--- src/include/obcd_pkg.sv ---
// Shared types and constants for the configuration byte decoder
package obcd_pkg;
	localparam int OBCD_ADDR_W = 4;
	localparam logic [3:0] OBCD_REG_LOW = 4'h0;
	localparam logic [3:0] OBCD_REG_HIGH = 4'h4;
	localparam logic [3:0] OBCD_REG_CTRL = 4'h8;
	localparam logic [3:0] OBCD_REG_STAT = 4'hC;
	localparam logic [7:0] OBCD_ERASED = 8'hFF;
	localparam logic [7:0] OBCD_SETTINGS_RST_BYTE = 8'hFF;
	// Low byte layout
	localparam int OBCD_RES_BIT = 7;
	localparam int OBCD_RANGE_LSB = 4;
	localparam int OBCD_SEC_LSB = 2;
	localparam int OBCD_RDP_BIT = 1;
	localparam int OBCD_WLK_BIT = 0;
	// High byte layout
	localparam int OBCD_MUL_BIT = 7;
	localparam int OBCD_MAIN_BYP_BIT = 6;
	localparam int OBCD_FAST_BYP_BIT = 5;
	localparam int OBCD_RC_OFF_BIT = 4;
	localparam int OBCD_UV_LSB = 2;
	localparam int OBCD_WDT_BIT = 1;
	localparam int OBCD_HALT_BIT = 0;
	// Control and status bits
	localparam int OBCD_CTRL_ERASE = 0;
	localparam int OBCD_STAT_BUSY = 0;
	localparam int OBCD_STAT_REFUSED = 1;
	localparam int OBCD_STAT_PROG = 2;
	// Range codes
	localparam logic [2:0] OBCD_RANGE_LOW = 3'h0;
	localparam logic [2:0] OBCD_RANGE_MID = 3'h1;
	localparam logic [2:0] OBCD_RANGE_MIDHI = 3'h2;
	localparam logic [2:0] OBCD_RANGE_HIGH = 3'h3;
	localparam logic [2:0] OBCD_RANGE_VLP = 3'h4;
	localparam logic [2:0] OBCD_RANGE_EXT_RES = 3'h5;
	localparam logic [2:0] OBCD_RANGE_RSVD = 3'h6;
	localparam logic [2:0] OBCD_RANGE_EXT_PIN = 3'h7;
	// Sector zero size in 512-byte blocks
	localparam logic [3:0] OBCD_SEC_BLOCKS_0 = 4'h1;
	localparam logic [3:0] OBCD_SEC_BLOCKS_1 = 4'h2;
	localparam logic [3:0] OBCD_SEC_BLOCKS_2 = 4'h4;
	localparam logic [3:0] OBCD_SEC_BLOCKS_3 = 4'h8;

	typedef enum logic [3:0] {
		CLK_LOW_FREQUENCY_RANGE, CLK_MID_FREQUENCY_RANGE, CLK_MID_HIGH_RANGE,
		CLK_HIGH_SPEED_RANGE, CLK_VERY_LOW_POWER_RANGE, CLK_EXT_ON_RESONATOR_PIN_ONE,
		CLK_EXT_ON_PORT_PIN, CLK_RESERVED, CLK_INTERNAL_RC
	} obcd_clk_t;

	typedef enum logic [1:0] {UV_LOWEST, UV_MEDIUM, UV_HIGHEST, UV_OFF} obcd_uv_t;

	typedef enum logic [1:0] {PH_LOAD, PH_RUN, PH_MASS, PH_OPT} obcd_phase_t;

	typedef struct packed {
		obcd_clk_t clk_src;
		logic [2:0] clock_range_select;
		logic rc_enable;
		logic multiplier_factor_select;
		logic main_multiplier_bypass;
		logic fast_multiplier_bypass;
		logic [3:0] boot_sector_size;
		logic readout_protect;
		logic program_write_lock;
		logic flash_read_block;
		logic flash_write_block;
		logic undervoltage_enable;
		obcd_uv_t undervoltage_threshold_select;
		logic watchdog_type_select;
		logic watchdog_forced_on;
		logic halt_entry_reset_enable;
	} obcd_settings_t;

	typedef struct packed {
		obcd_phase_t phase;
		logic [7:0] stored_low;
		logic [7:0] stored_high;
		obcd_settings_t settings;
		logic refused;
		logic pm_erase_req;
		logic halt_reset;
		logic nv_commit;
		logic [7:0] rdata;
	} obcd_state_t;
endpackage : obcd_pkg

--- src/verilog/obcd_top.sv ---
// Configuration byte store, protection control and settings decoder
// Operation
// - Range field picks resonator range or external clock when internal RC is off.
// - Sector field sets boot sector zero to 0.5k, 1k, 2k or 4k.
// - Read-out protection blocks memory extraction and program flash writes.
// - Erasing bytes under read-out protection first erases whole program memory.
// - Write lock refuses program memory erase or write and its own clearing.
// - Configuration bytes are read or changed only in programming mode.
// - Multiplier factor bit selects times four or times eight.
// - Main multiplier bypass bit: zero enables, one bypasses.
// - Fast multiplier bypass bit: zero enables, one bypasses.
// - Clock source bit: zero internal RC on, one resonator or external.
// - Undervoltage field: 11 off, 10 highest, 01 medium, 00 lowest.
// - Watchdog type zero forces watchdog on; one leaves it to software.
// - Halt reset bit with active watchdog resets on halt entry.
// - Erased bytes read all ones; the user configures explicitly.
`timescale 1ns/1ps
module obcd_top
	import obcd_pkg::*;
(
	input wire logic clock,
	input wire logic rstn,
	input wire logic [OBCD_ADDR_W-1:0] reg_addr,
	input wire logic [7:0] reg_wdata,
	input wire logic reg_wr,
	input wire logic reg_rd,
	output logic [7:0] reg_rdata,
	input wire logic prog_mode,
	input wire logic [7:0] nv_low,
	input wire logic [7:0] nv_high,
	output logic nv_commit,
	output logic [7:0] nv_commit_low,
	output logic [7:0] nv_commit_high,
	output logic pm_erase_req,
	input wire logic pm_erase_done,
	input wire logic halt_entry,
	input wire logic sw_wdg_enable,
	output logic halt_reset,
	output obcd_settings_t settings
);
	obcd_state_t st;
	obcd_state_t next_st;
	obcd_settings_t dec_settings;
	logic busy;
	logic wdg_active;
	logic erase_go;

	// Decoder sees the nonvolatile bytes; only sampled in the load phase
	obcd_decode u_decode (
		.byte_low(nv_low),
		.byte_high(nv_high),
		.settings(dec_settings)
	);

	assign busy = st.phase != PH_RUN;
	assign wdg_active = !st.settings.watchdog_type_select || sw_wdg_enable;
	assign erase_go = reg_wr && reg_addr == OBCD_REG_CTRL && reg_wdata[OBCD_CTRL_ERASE]
		&& prog_mode && !busy && !st.stored_low[OBCD_WLK_BIT];

	always_comb
	begin
		next_st = st;
		next_st.nv_commit = 1'b0;
		next_st.rdata = '0;
		next_st.halt_reset = halt_entry && wdg_active
			&& st.settings.halt_entry_reset_enable;
		unique case (st.phase)
			PH_LOAD:
			begin
				// Captured once per reset; later byte writes do not move settings
				next_st.stored_low = nv_low;
				next_st.stored_high = nv_high;
				next_st.settings = dec_settings;
				next_st.phase = PH_RUN;
			end
			PH_RUN:
			begin
			end
			PH_MASS:
			begin
				if (pm_erase_done)
				begin
					next_st.pm_erase_req = 1'b0;
					next_st.phase = PH_OPT;
				end
			end
			PH_OPT:
			begin
				next_st.stored_low = OBCD_ERASED;
				next_st.stored_high = OBCD_ERASED;
				next_st.nv_commit = 1'b1;
				next_st.phase = PH_RUN;
			end
		endcase
		// Clear first so that a refusal in the same cycle still sticks
		if (reg_wr && reg_addr == OBCD_REG_STAT && reg_wdata[OBCD_STAT_REFUSED])
			next_st.refused = 1'b0;
		if (reg_wr)
		begin
			unique case (reg_addr)
				OBCD_REG_LOW:
				begin
					if (!prog_mode || busy)
						next_st.refused = 1'b1;
					else
					begin
						next_st.stored_low = reg_wdata;
						// A set write lock can never be cleared again
						if (st.stored_low[OBCD_WLK_BIT])
							next_st.stored_low[OBCD_WLK_BIT] = 1'b1;
						next_st.nv_commit = 1'b1;
					end
				end
				OBCD_REG_HIGH:
				begin
					if (!prog_mode || busy)
						next_st.refused = 1'b1;
					else
					begin
						next_st.stored_high = reg_wdata;
						next_st.nv_commit = 1'b1;
					end
				end
				OBCD_REG_CTRL:
				begin
					if (reg_wdata[OBCD_CTRL_ERASE])
					begin
						if (!erase_go)
							next_st.refused = 1'b1;
						else if (st.stored_low[OBCD_RDP_BIT])
						begin
							next_st.pm_erase_req = 1'b1;
							next_st.phase = PH_MASS;
						end
						else
							next_st.phase = PH_OPT;
					end
				end
				default:
				begin
				end
			endcase
		end
		if (reg_rd)
		begin
			unique case (reg_addr)
				OBCD_REG_LOW: next_st.rdata = prog_mode ? st.stored_low : 8'h00;
				OBCD_REG_HIGH: next_st.rdata = prog_mode ? st.stored_high : 8'h00;
				OBCD_REG_STAT:
				begin
					next_st.rdata[OBCD_STAT_BUSY] = busy;
					next_st.rdata[OBCD_STAT_REFUSED] = st.refused;
					next_st.rdata[OBCD_STAT_PROG] = prog_mode;
				end
				default: next_st.rdata = 8'h00;
			endcase
		end
	end

	always_ff @(posedge clock or negedge rstn)
	begin
		if (!rstn)
		begin
			st <= '0;
			st.phase <= PH_LOAD;
			st.stored_low <= OBCD_SETTINGS_RST_BYTE;
			st.stored_high <= OBCD_SETTINGS_RST_BYTE;
		end
		else
			st <= next_st;
	end

	assign reg_rdata = st.rdata;
	assign nv_commit = st.nv_commit;
	assign nv_commit_low = st.stored_low;
	assign nv_commit_high = st.stored_high;
	assign pm_erase_req = st.pm_erase_req;
	assign halt_reset = st.halt_reset;
	assign settings = st.settings;
endmodule : obcd_top

--- src/verilog/obcd_decode.sv ---
// Combinational decode of the two configuration bytes into settings
`timescale 1ns/1ps
module obcd_decode
	import obcd_pkg::*;
(
	input wire logic [7:0] byte_low,
	input wire logic [7:0] byte_high,
	output obcd_settings_t settings
);
	logic [2:0] range;
	logic [1:0] sec;

	always_comb
	begin
		range = byte_low[OBCD_RANGE_LSB +: 3];
		sec = byte_low[OBCD_SEC_LSB +: 2];
		settings = '0;
		settings.clock_range_select = range;
		settings.rc_enable = !byte_high[OBCD_RC_OFF_BIT];
		if (settings.rc_enable)
			settings.clk_src = CLK_INTERNAL_RC;
		else
		begin
			unique case (range)
				OBCD_RANGE_LOW: settings.clk_src = CLK_LOW_FREQUENCY_RANGE;
				OBCD_RANGE_MID: settings.clk_src = CLK_MID_FREQUENCY_RANGE;
				OBCD_RANGE_MIDHI: settings.clk_src = CLK_MID_HIGH_RANGE;
				OBCD_RANGE_HIGH: settings.clk_src = CLK_HIGH_SPEED_RANGE;
				OBCD_RANGE_VLP: settings.clk_src = CLK_VERY_LOW_POWER_RANGE;
				OBCD_RANGE_EXT_RES: settings.clk_src = CLK_EXT_ON_RESONATOR_PIN_ONE;
				OBCD_RANGE_EXT_PIN: settings.clk_src = CLK_EXT_ON_PORT_PIN;
				OBCD_RANGE_RSVD: settings.clk_src = CLK_RESERVED;
			endcase
		end
		unique case (sec)
			2'h0: settings.boot_sector_size = OBCD_SEC_BLOCKS_0;
			2'h1: settings.boot_sector_size = OBCD_SEC_BLOCKS_1;
			2'h2: settings.boot_sector_size = OBCD_SEC_BLOCKS_2;
			2'h3: settings.boot_sector_size = OBCD_SEC_BLOCKS_3;
		endcase
		settings.readout_protect = byte_low[OBCD_RDP_BIT];
		settings.program_write_lock = byte_low[OBCD_WLK_BIT];
		settings.flash_read_block = byte_low[OBCD_RDP_BIT];
		// Read-out protection also blocks program writes
		settings.flash_write_block = byte_low[OBCD_RDP_BIT] | byte_low[OBCD_WLK_BIT];
		settings.multiplier_factor_select = byte_high[OBCD_MUL_BIT];
		settings.main_multiplier_bypass = byte_high[OBCD_MAIN_BYP_BIT];
		settings.fast_multiplier_bypass = byte_high[OBCD_FAST_BYP_BIT];
		settings.undervoltage_threshold_select = obcd_uv_t'(byte_high[OBCD_UV_LSB +: 2]);
		settings.undervoltage_enable = byte_high[OBCD_UV_LSB +: 2] != 2'h3;
		settings.watchdog_type_select = byte_high[OBCD_WDT_BIT];
		settings.watchdog_forced_on = !byte_high[OBCD_WDT_BIT];
		settings.halt_entry_reset_enable = byte_high[OBCD_HALT_BIT];
	end
endmodule : obcd_decode

--- config.mk ---
export PLATFORM = sky130hd
export DESIGN_NAME = obcd_top
export DESIGN_NICKNAME = d
export VERILOG_FILES = /design/src/include/obcd_pkg.sv /design/src/verilog/obcd_top.sv /design/src/verilog/obcd_decode.sv
export SDC_FILE = /design/constraint.sdc
export NUM_CORES = 1
export LEC_CHECK = 0
export BUFFER_PORTS_ARGS = -buffer_cell sky130_fd_sc_hd__clkbuf_2
export CORE_UTILIZATION = 39
export CTS_CLUSTER_SIZE = 10
export DETAILED_ROUTE_END_ITERATION = 7
export GPL_ROUTABILITY_DRIVEN = 0
export GPL_TIMING_DRIVEN = 0
export HOLD_SLACK_MARGIN = 0.1
export PLACE_DENSITY_LB_ADDON = 0.1
export RECOVER_POWER = 100
export SETUP_SLACK_MARGIN = 0.4
export SYNTH_ARGS = -nofsm -noshare
export SYNTH_HDL_FRONTEND = slang
export SYNTH_SLANG_ARGS = --single-unit
--- constraint.sdc ---
create_clock -name clock -period 1.85 [get_ports clock]
set_input_delay 0.185 -clock clock [delete_from_list [all_inputs] [get_ports clock]]
set_output_delay 0.185 -clock clock [all_outputs]
set_load 0.03 [all_outputs]
# Yosys cells after proc, flatten, opt, wreduce, memory -nomap -nowiden
# Memories as Yosys holds them, arrays and structs flattened.
# Cells that the tools add are included.
# Widths: inputs -> output; s select.
# op_classes
n_mux,35
eq_ne,10
reduce_logical,22
n_bitwise,1
# ops
operator,n
$mux 8,7
$pmux 16 s2,1
$mux 18,1
$pmux 4 s4,1
$mux 1,14
$mux 2,6
$pmux 5 s2,1
$logic_and 1x1->1,9
$pmux 3 s3,1
$eq 2x2->1 const B,4
$eq 4x4->1 const B,2
$logic_not 1->1,6
$eq 4x3->1 const B,1
$logic_not 2->1,2
$logic_not 4->1,1
$mux 4,1
$pmux 2 s2,1
$reduce_or 2->1,2
$eq 2x1->1 const B,1
$logic_or 1x1->1,2
$ne 2x1->1 const B,1
$ne 2x2->1 const B,1
$pmux 1 s2,1
$or 1x1->1,1
# word_totals
mem_count,1
ff_bits,54
mem_bits_ro,24
input_bits,36
# memory_table
memory,depth,width,rd,rd_clocked_by_memory_dff,write_ports,line,text
(no name shown),8,3,1,0,0,obcd_decode.sv:24,unique case (range)

# Depth between registers and ports, before layout
# logic_depth
depth_word,10
mapped_depth,6
ltp_nobuf,5

# Modules after synthesis
# Synthesis repeated with hierarchy kept, for this count alone.
# unflattened
hier_cells,301
hier_area_um2,3146.8
# by_module_without_submodules
module,cells_each,n_inst,area_per_inst_um2
obcd_top,274,1,2962.8
obcd_decode,27,1,183.9

# Worst setup path before layout
# No wires, ideal clock.
# synth_timing
kind,reg-to-reg
startpoint,register st[53] in the netlist's numbering
endpoint,"register st, in the netlist settings[14]"
synth_period_minus_slack_ns,1.754
setup_slack_ns,0.096
path_buffers,2
setup_ns,0.125
path_stages_with_launch,6
t_arrival_ns,1.629
path_cell_list,dfrtp_1 -> inv_1 -> ha_1 -> clkbuf_1 -> clkbuf_1 -> mux2_2
# synth_between
elab_chain_len,1
# synth_rtl
element,line,text
start: declaration,obcd_top.sv:41,obcd_state_t st;
start signal: assignment,obcd_top.sv:170,st <= next_st;
$logic_not 2->1,obcd_top.sv:67,unique case (st.phase)
# Every way passes these cells.
# A chain may end at the register's enable or synchronous reset.

==> out/metrics.csv <==
metric,value,unit
result of the run,finished clean,
sequential area share after synthesis,45.9,%
final cell count without fillers,497,
Antenna Cells,0,
hold crit path type,input port to flop,
pins over their slew limit,0,
combinational share of power,22.4,%
post-detail-place hpwl,4930,µm
chip height,88.7,µm
number of primary I/O pins,88,
data required time at the worst endpoint,2040,ps
synthesized area,2930,µm²
kind of end point of the critical path,flop,
post-synthesis register bit count,53,
fill cell total of the finished layout,748,
relative slew slack,18.7,%
number of design rule violations left after detail routing,0,
ranking of synthesized cells by area,"dfrtp_1 32%, dfstp_2 14%, buf_4 13%, mux2_2 8.4%, mux2_4 4.1%",
number of buffers inserted during clock tree synthesis,5,
Port-buffer cells,85,
count of max-cap constraint violations,0,
number of global-route vias before repair,2187,
synthesis warning total,0,
clock tree skew after final layout,10.1,ps
initial cell density of the core,40.5,%
final hold violation count,0,
Clock transition at path regs,100,ps
average wire per cell in the routed design,14.6,µm
power share of the sequential group,51.7,%
share of post-route cells with drive strength above 1,41.5,%
global-route wire length before repair,11200,µm
Via Count,2271,
overall global routing resource usage,19.1,%
insertion delay of the later-clocked pin in the worst-skew pair,310,ps
clock share of power,26.0,%
DP Cell Count,468,
post-synth top area share,31.6,%
clock buffer depth,2,
number of DRC violations after detailed-routing iteration 0,80,
nets in the synthesized netlist,325,
Worst Tran Pin Value,1220,ps
number of enable flip-flop cells after synthesis,0,
Gate Count Post-Synth,284,
switching power total,802,µW
Horiz. Die Dim,88.7,µm
Cell Pwr Density,678,nW/µm²
P_leak,1.84,nW
total length of routed wires,7260,µm
setup repair after global routing missed its margin,yes,
Final nets,438,
H-tree depth,2,
Syn Area/Cell,10.3,µm²
overall die area,7870,µm²
largest net degree at the start of global routing,54,
via count normalized by instance count,4.57,
aggregate global routing overflow,0,
share of async-settable or async-resettable flops after synthesis,100,%
count of nets left with antenna violations after detail routing,0,
"Worst Path Class, Setup",flop to flop,
number of distinct library cells after synthesis,39,
final period utilization,90.3,%
Max VDD drop,0.000278,V
antenna violations before repair,0,
cell accounting for the most synthesized area,dfrtp_1,
area growth from synthesis to layout,30.6,%
area inside the core boundary,7250,µm²
startpoint type of the worst setup path,flop,
Achievable Freq,598,MHz
WHS,98.8,ps
router iterations before antenna repair,4,
CTS tree,yes,
final worst path period need,1670,ps
total clock sinks,53,
CTS Root Buffer Type,clkbuf_8,
final setup violation count,0,
top flip-flop cell by instance count after synthesis,dfrtp_1,
internal power consumption,1.80,mW
CP arrival,1870,ps
number of placement rows,31,
Max Fanout on Critical Path,3,
switching share of power,30.8,%
critical path, stage by stage, from the launching register on:
cell and delay (ps):
dfrtp_1 390, inv_1 100, ha_4 180, buf_4 130, buf_6 110, and4b_1 200
and3_1 190, or2_2 280
worst paths after layout:
check / slack [ps] / from / cells after the start / to
worst max-delay path: 180 / st[54]$_DFF_PN0_ / 7 / st[54]$_DFF_PN0_
worst min-delay path: 100 / nv_high[1] / 2 / settings[1]$_DFFE_PN0N_
worst max register to register: 180 / st[54]$_DFF_PN0_ / 7 / st[54]$_DFF_PN0_
worst min register to register: 510 / pm_erase_req$_DFF_PN0_ / 1 / pm_erase_req$_DFF_PN0_
max in group asynchronous: 360 / rstn / 3 / nv_commit_low[5]$_DFF_PN1_
min in group asynchronous: 650 / rstn / 2 / reg_rdata[1]$_DFF_PN0_
timing repair:
action	in CTS	in global routing
resized for setup	33	18
pin swaps	5	4
hold buffers	4	1
buffers inserted	10	3
cloned	2	0
hold endpoints to repair	2	11
endpoints found under the setup margin	40	43
flip-flops by register name, indices dropped and copies added (netlist names):
signal          count
settings           23
nv_commit_high      8
nv_commit_low       8
reg_rdata           8
st                  3
halt_reset          1
nv_commit           1
pm_erase_req        1
metrics by stage:
step / setup WS (ps) / util (%) / instance area [µm²] / setup TNS, ps / power, mW
after floorplan: 262 / - / 2980 / 0 / 1.75
after global placement: -5.50 / 48.6 / 3520 / -7.67 / 1.94
after detailed placement: -11.7 / 48.6 / 3520 / -19.9 / 1.95
after CTS: 185 / 53.9 / 3910 / 0 / 2.64
after global routing: 83.4 / 52.8 / 3830 / 0 / 2.70
final: 179 / 52.8 / 3830 / 0 / 2.60
cells in the final DEF, fill, tap and decap left out, types with 2 or more instances in the layout:
cell type	count
ha_1	3
nand3b_1	2
clkbuf_2	37
inv_1	13
dlygate4sd3_1	5
clkbuf_8	8
buf_6	4
clkinv_2	2
o21ai_0	20
clkbuf_4	2
o21a_1	3
mux2_2	15
nand4_1	2
mux2i_1	8
ha_4	2
a21oi_1	20
mux2_4	7
mux2_1	8
clkbuf_1	57
buf_4	56
nor2_1	10
nor2_2	2
dfstp_2	16
nor4b_1	2
buf_12	2
o22ai_1	2
nand3_1	5
dfrtp_1	36
nand2_1	23
Yosys cell counts, types with 2 or more instances:
cell,number
buf_4,49
nand3_1,5
nor2_1,12
mux2_4,8
o22ai_1,2
ha_1,5
clkbuf_1,12
mux2_2,22
inv_1,14
dfstp_2,16
nor3b_1,2
nand2_1,24
nand3b_1,2
o21ai_0,20
nand4_1,2
o21a_1,3
a21oi_1,20
nor4b_1,2
mux2i_1,8
dfrtp_1,37
logic make-up after synthesis:
group | Yosys count | synth area share (%)
XOR/XNOR | 1 | 0.299
AO/OA/AOI/OAI | 52 | 9.89
AND/OR/NAND/NOR | 58 | 10.1
adder cells (fa/ha/maj) | 5 | 2.13
flip-flops | 53 | 45.9
buffers and inverters | 77 | 16.4
multiplexers | 38 | 15.3
power groups by stage:
stage / combinational (mW) / sequential [mW] / clock, mW
2_1_floorplan: 0.418 / 1.34 / 0
3_3_place_gp: 0.576 / 1.36 / 0
3_5_place_dp: 0.586 / 1.36 / 0
4_1_cts: 0.611 / 1.34 / 0.691
5_1_grt: 0.634 / 1.35 / 0.717
6_report: 0.581 / 1.34 / 0.675
metal layers:
metal / global-route usage, % / wire [µm] / part of all wire (%) / vias to the layer above
met5: 0 / 0 / 0 / -
met3: 4.01 / 367 / 5.1 / 8
met1: 26.2 / 3570 / 49 / 1067
met4: 5.28 / 90 / 1.2 / 0
met2: 30.4 / 3230 / 45 / 60
li1: - / - / - / 1136
layout make-up:
class | count | area [µm²] | share of cell area [%]
buffer | 63 | 480 | 12.5
multi-input combinational | 154 | 1160 | 30.4
timing repair buffer | 106 | 576 | 15.0
tap | 99 | 124 | 3.23
clock inverter | 3 | 17.5 | 0.457
clock buffer | 5 | 68.8 | 1.80
inverter | 14 | 52.6 | 1.37
sequential | 53 | 1350 | 35.2
Note: power is estimated with default switching activity, not from simulation.
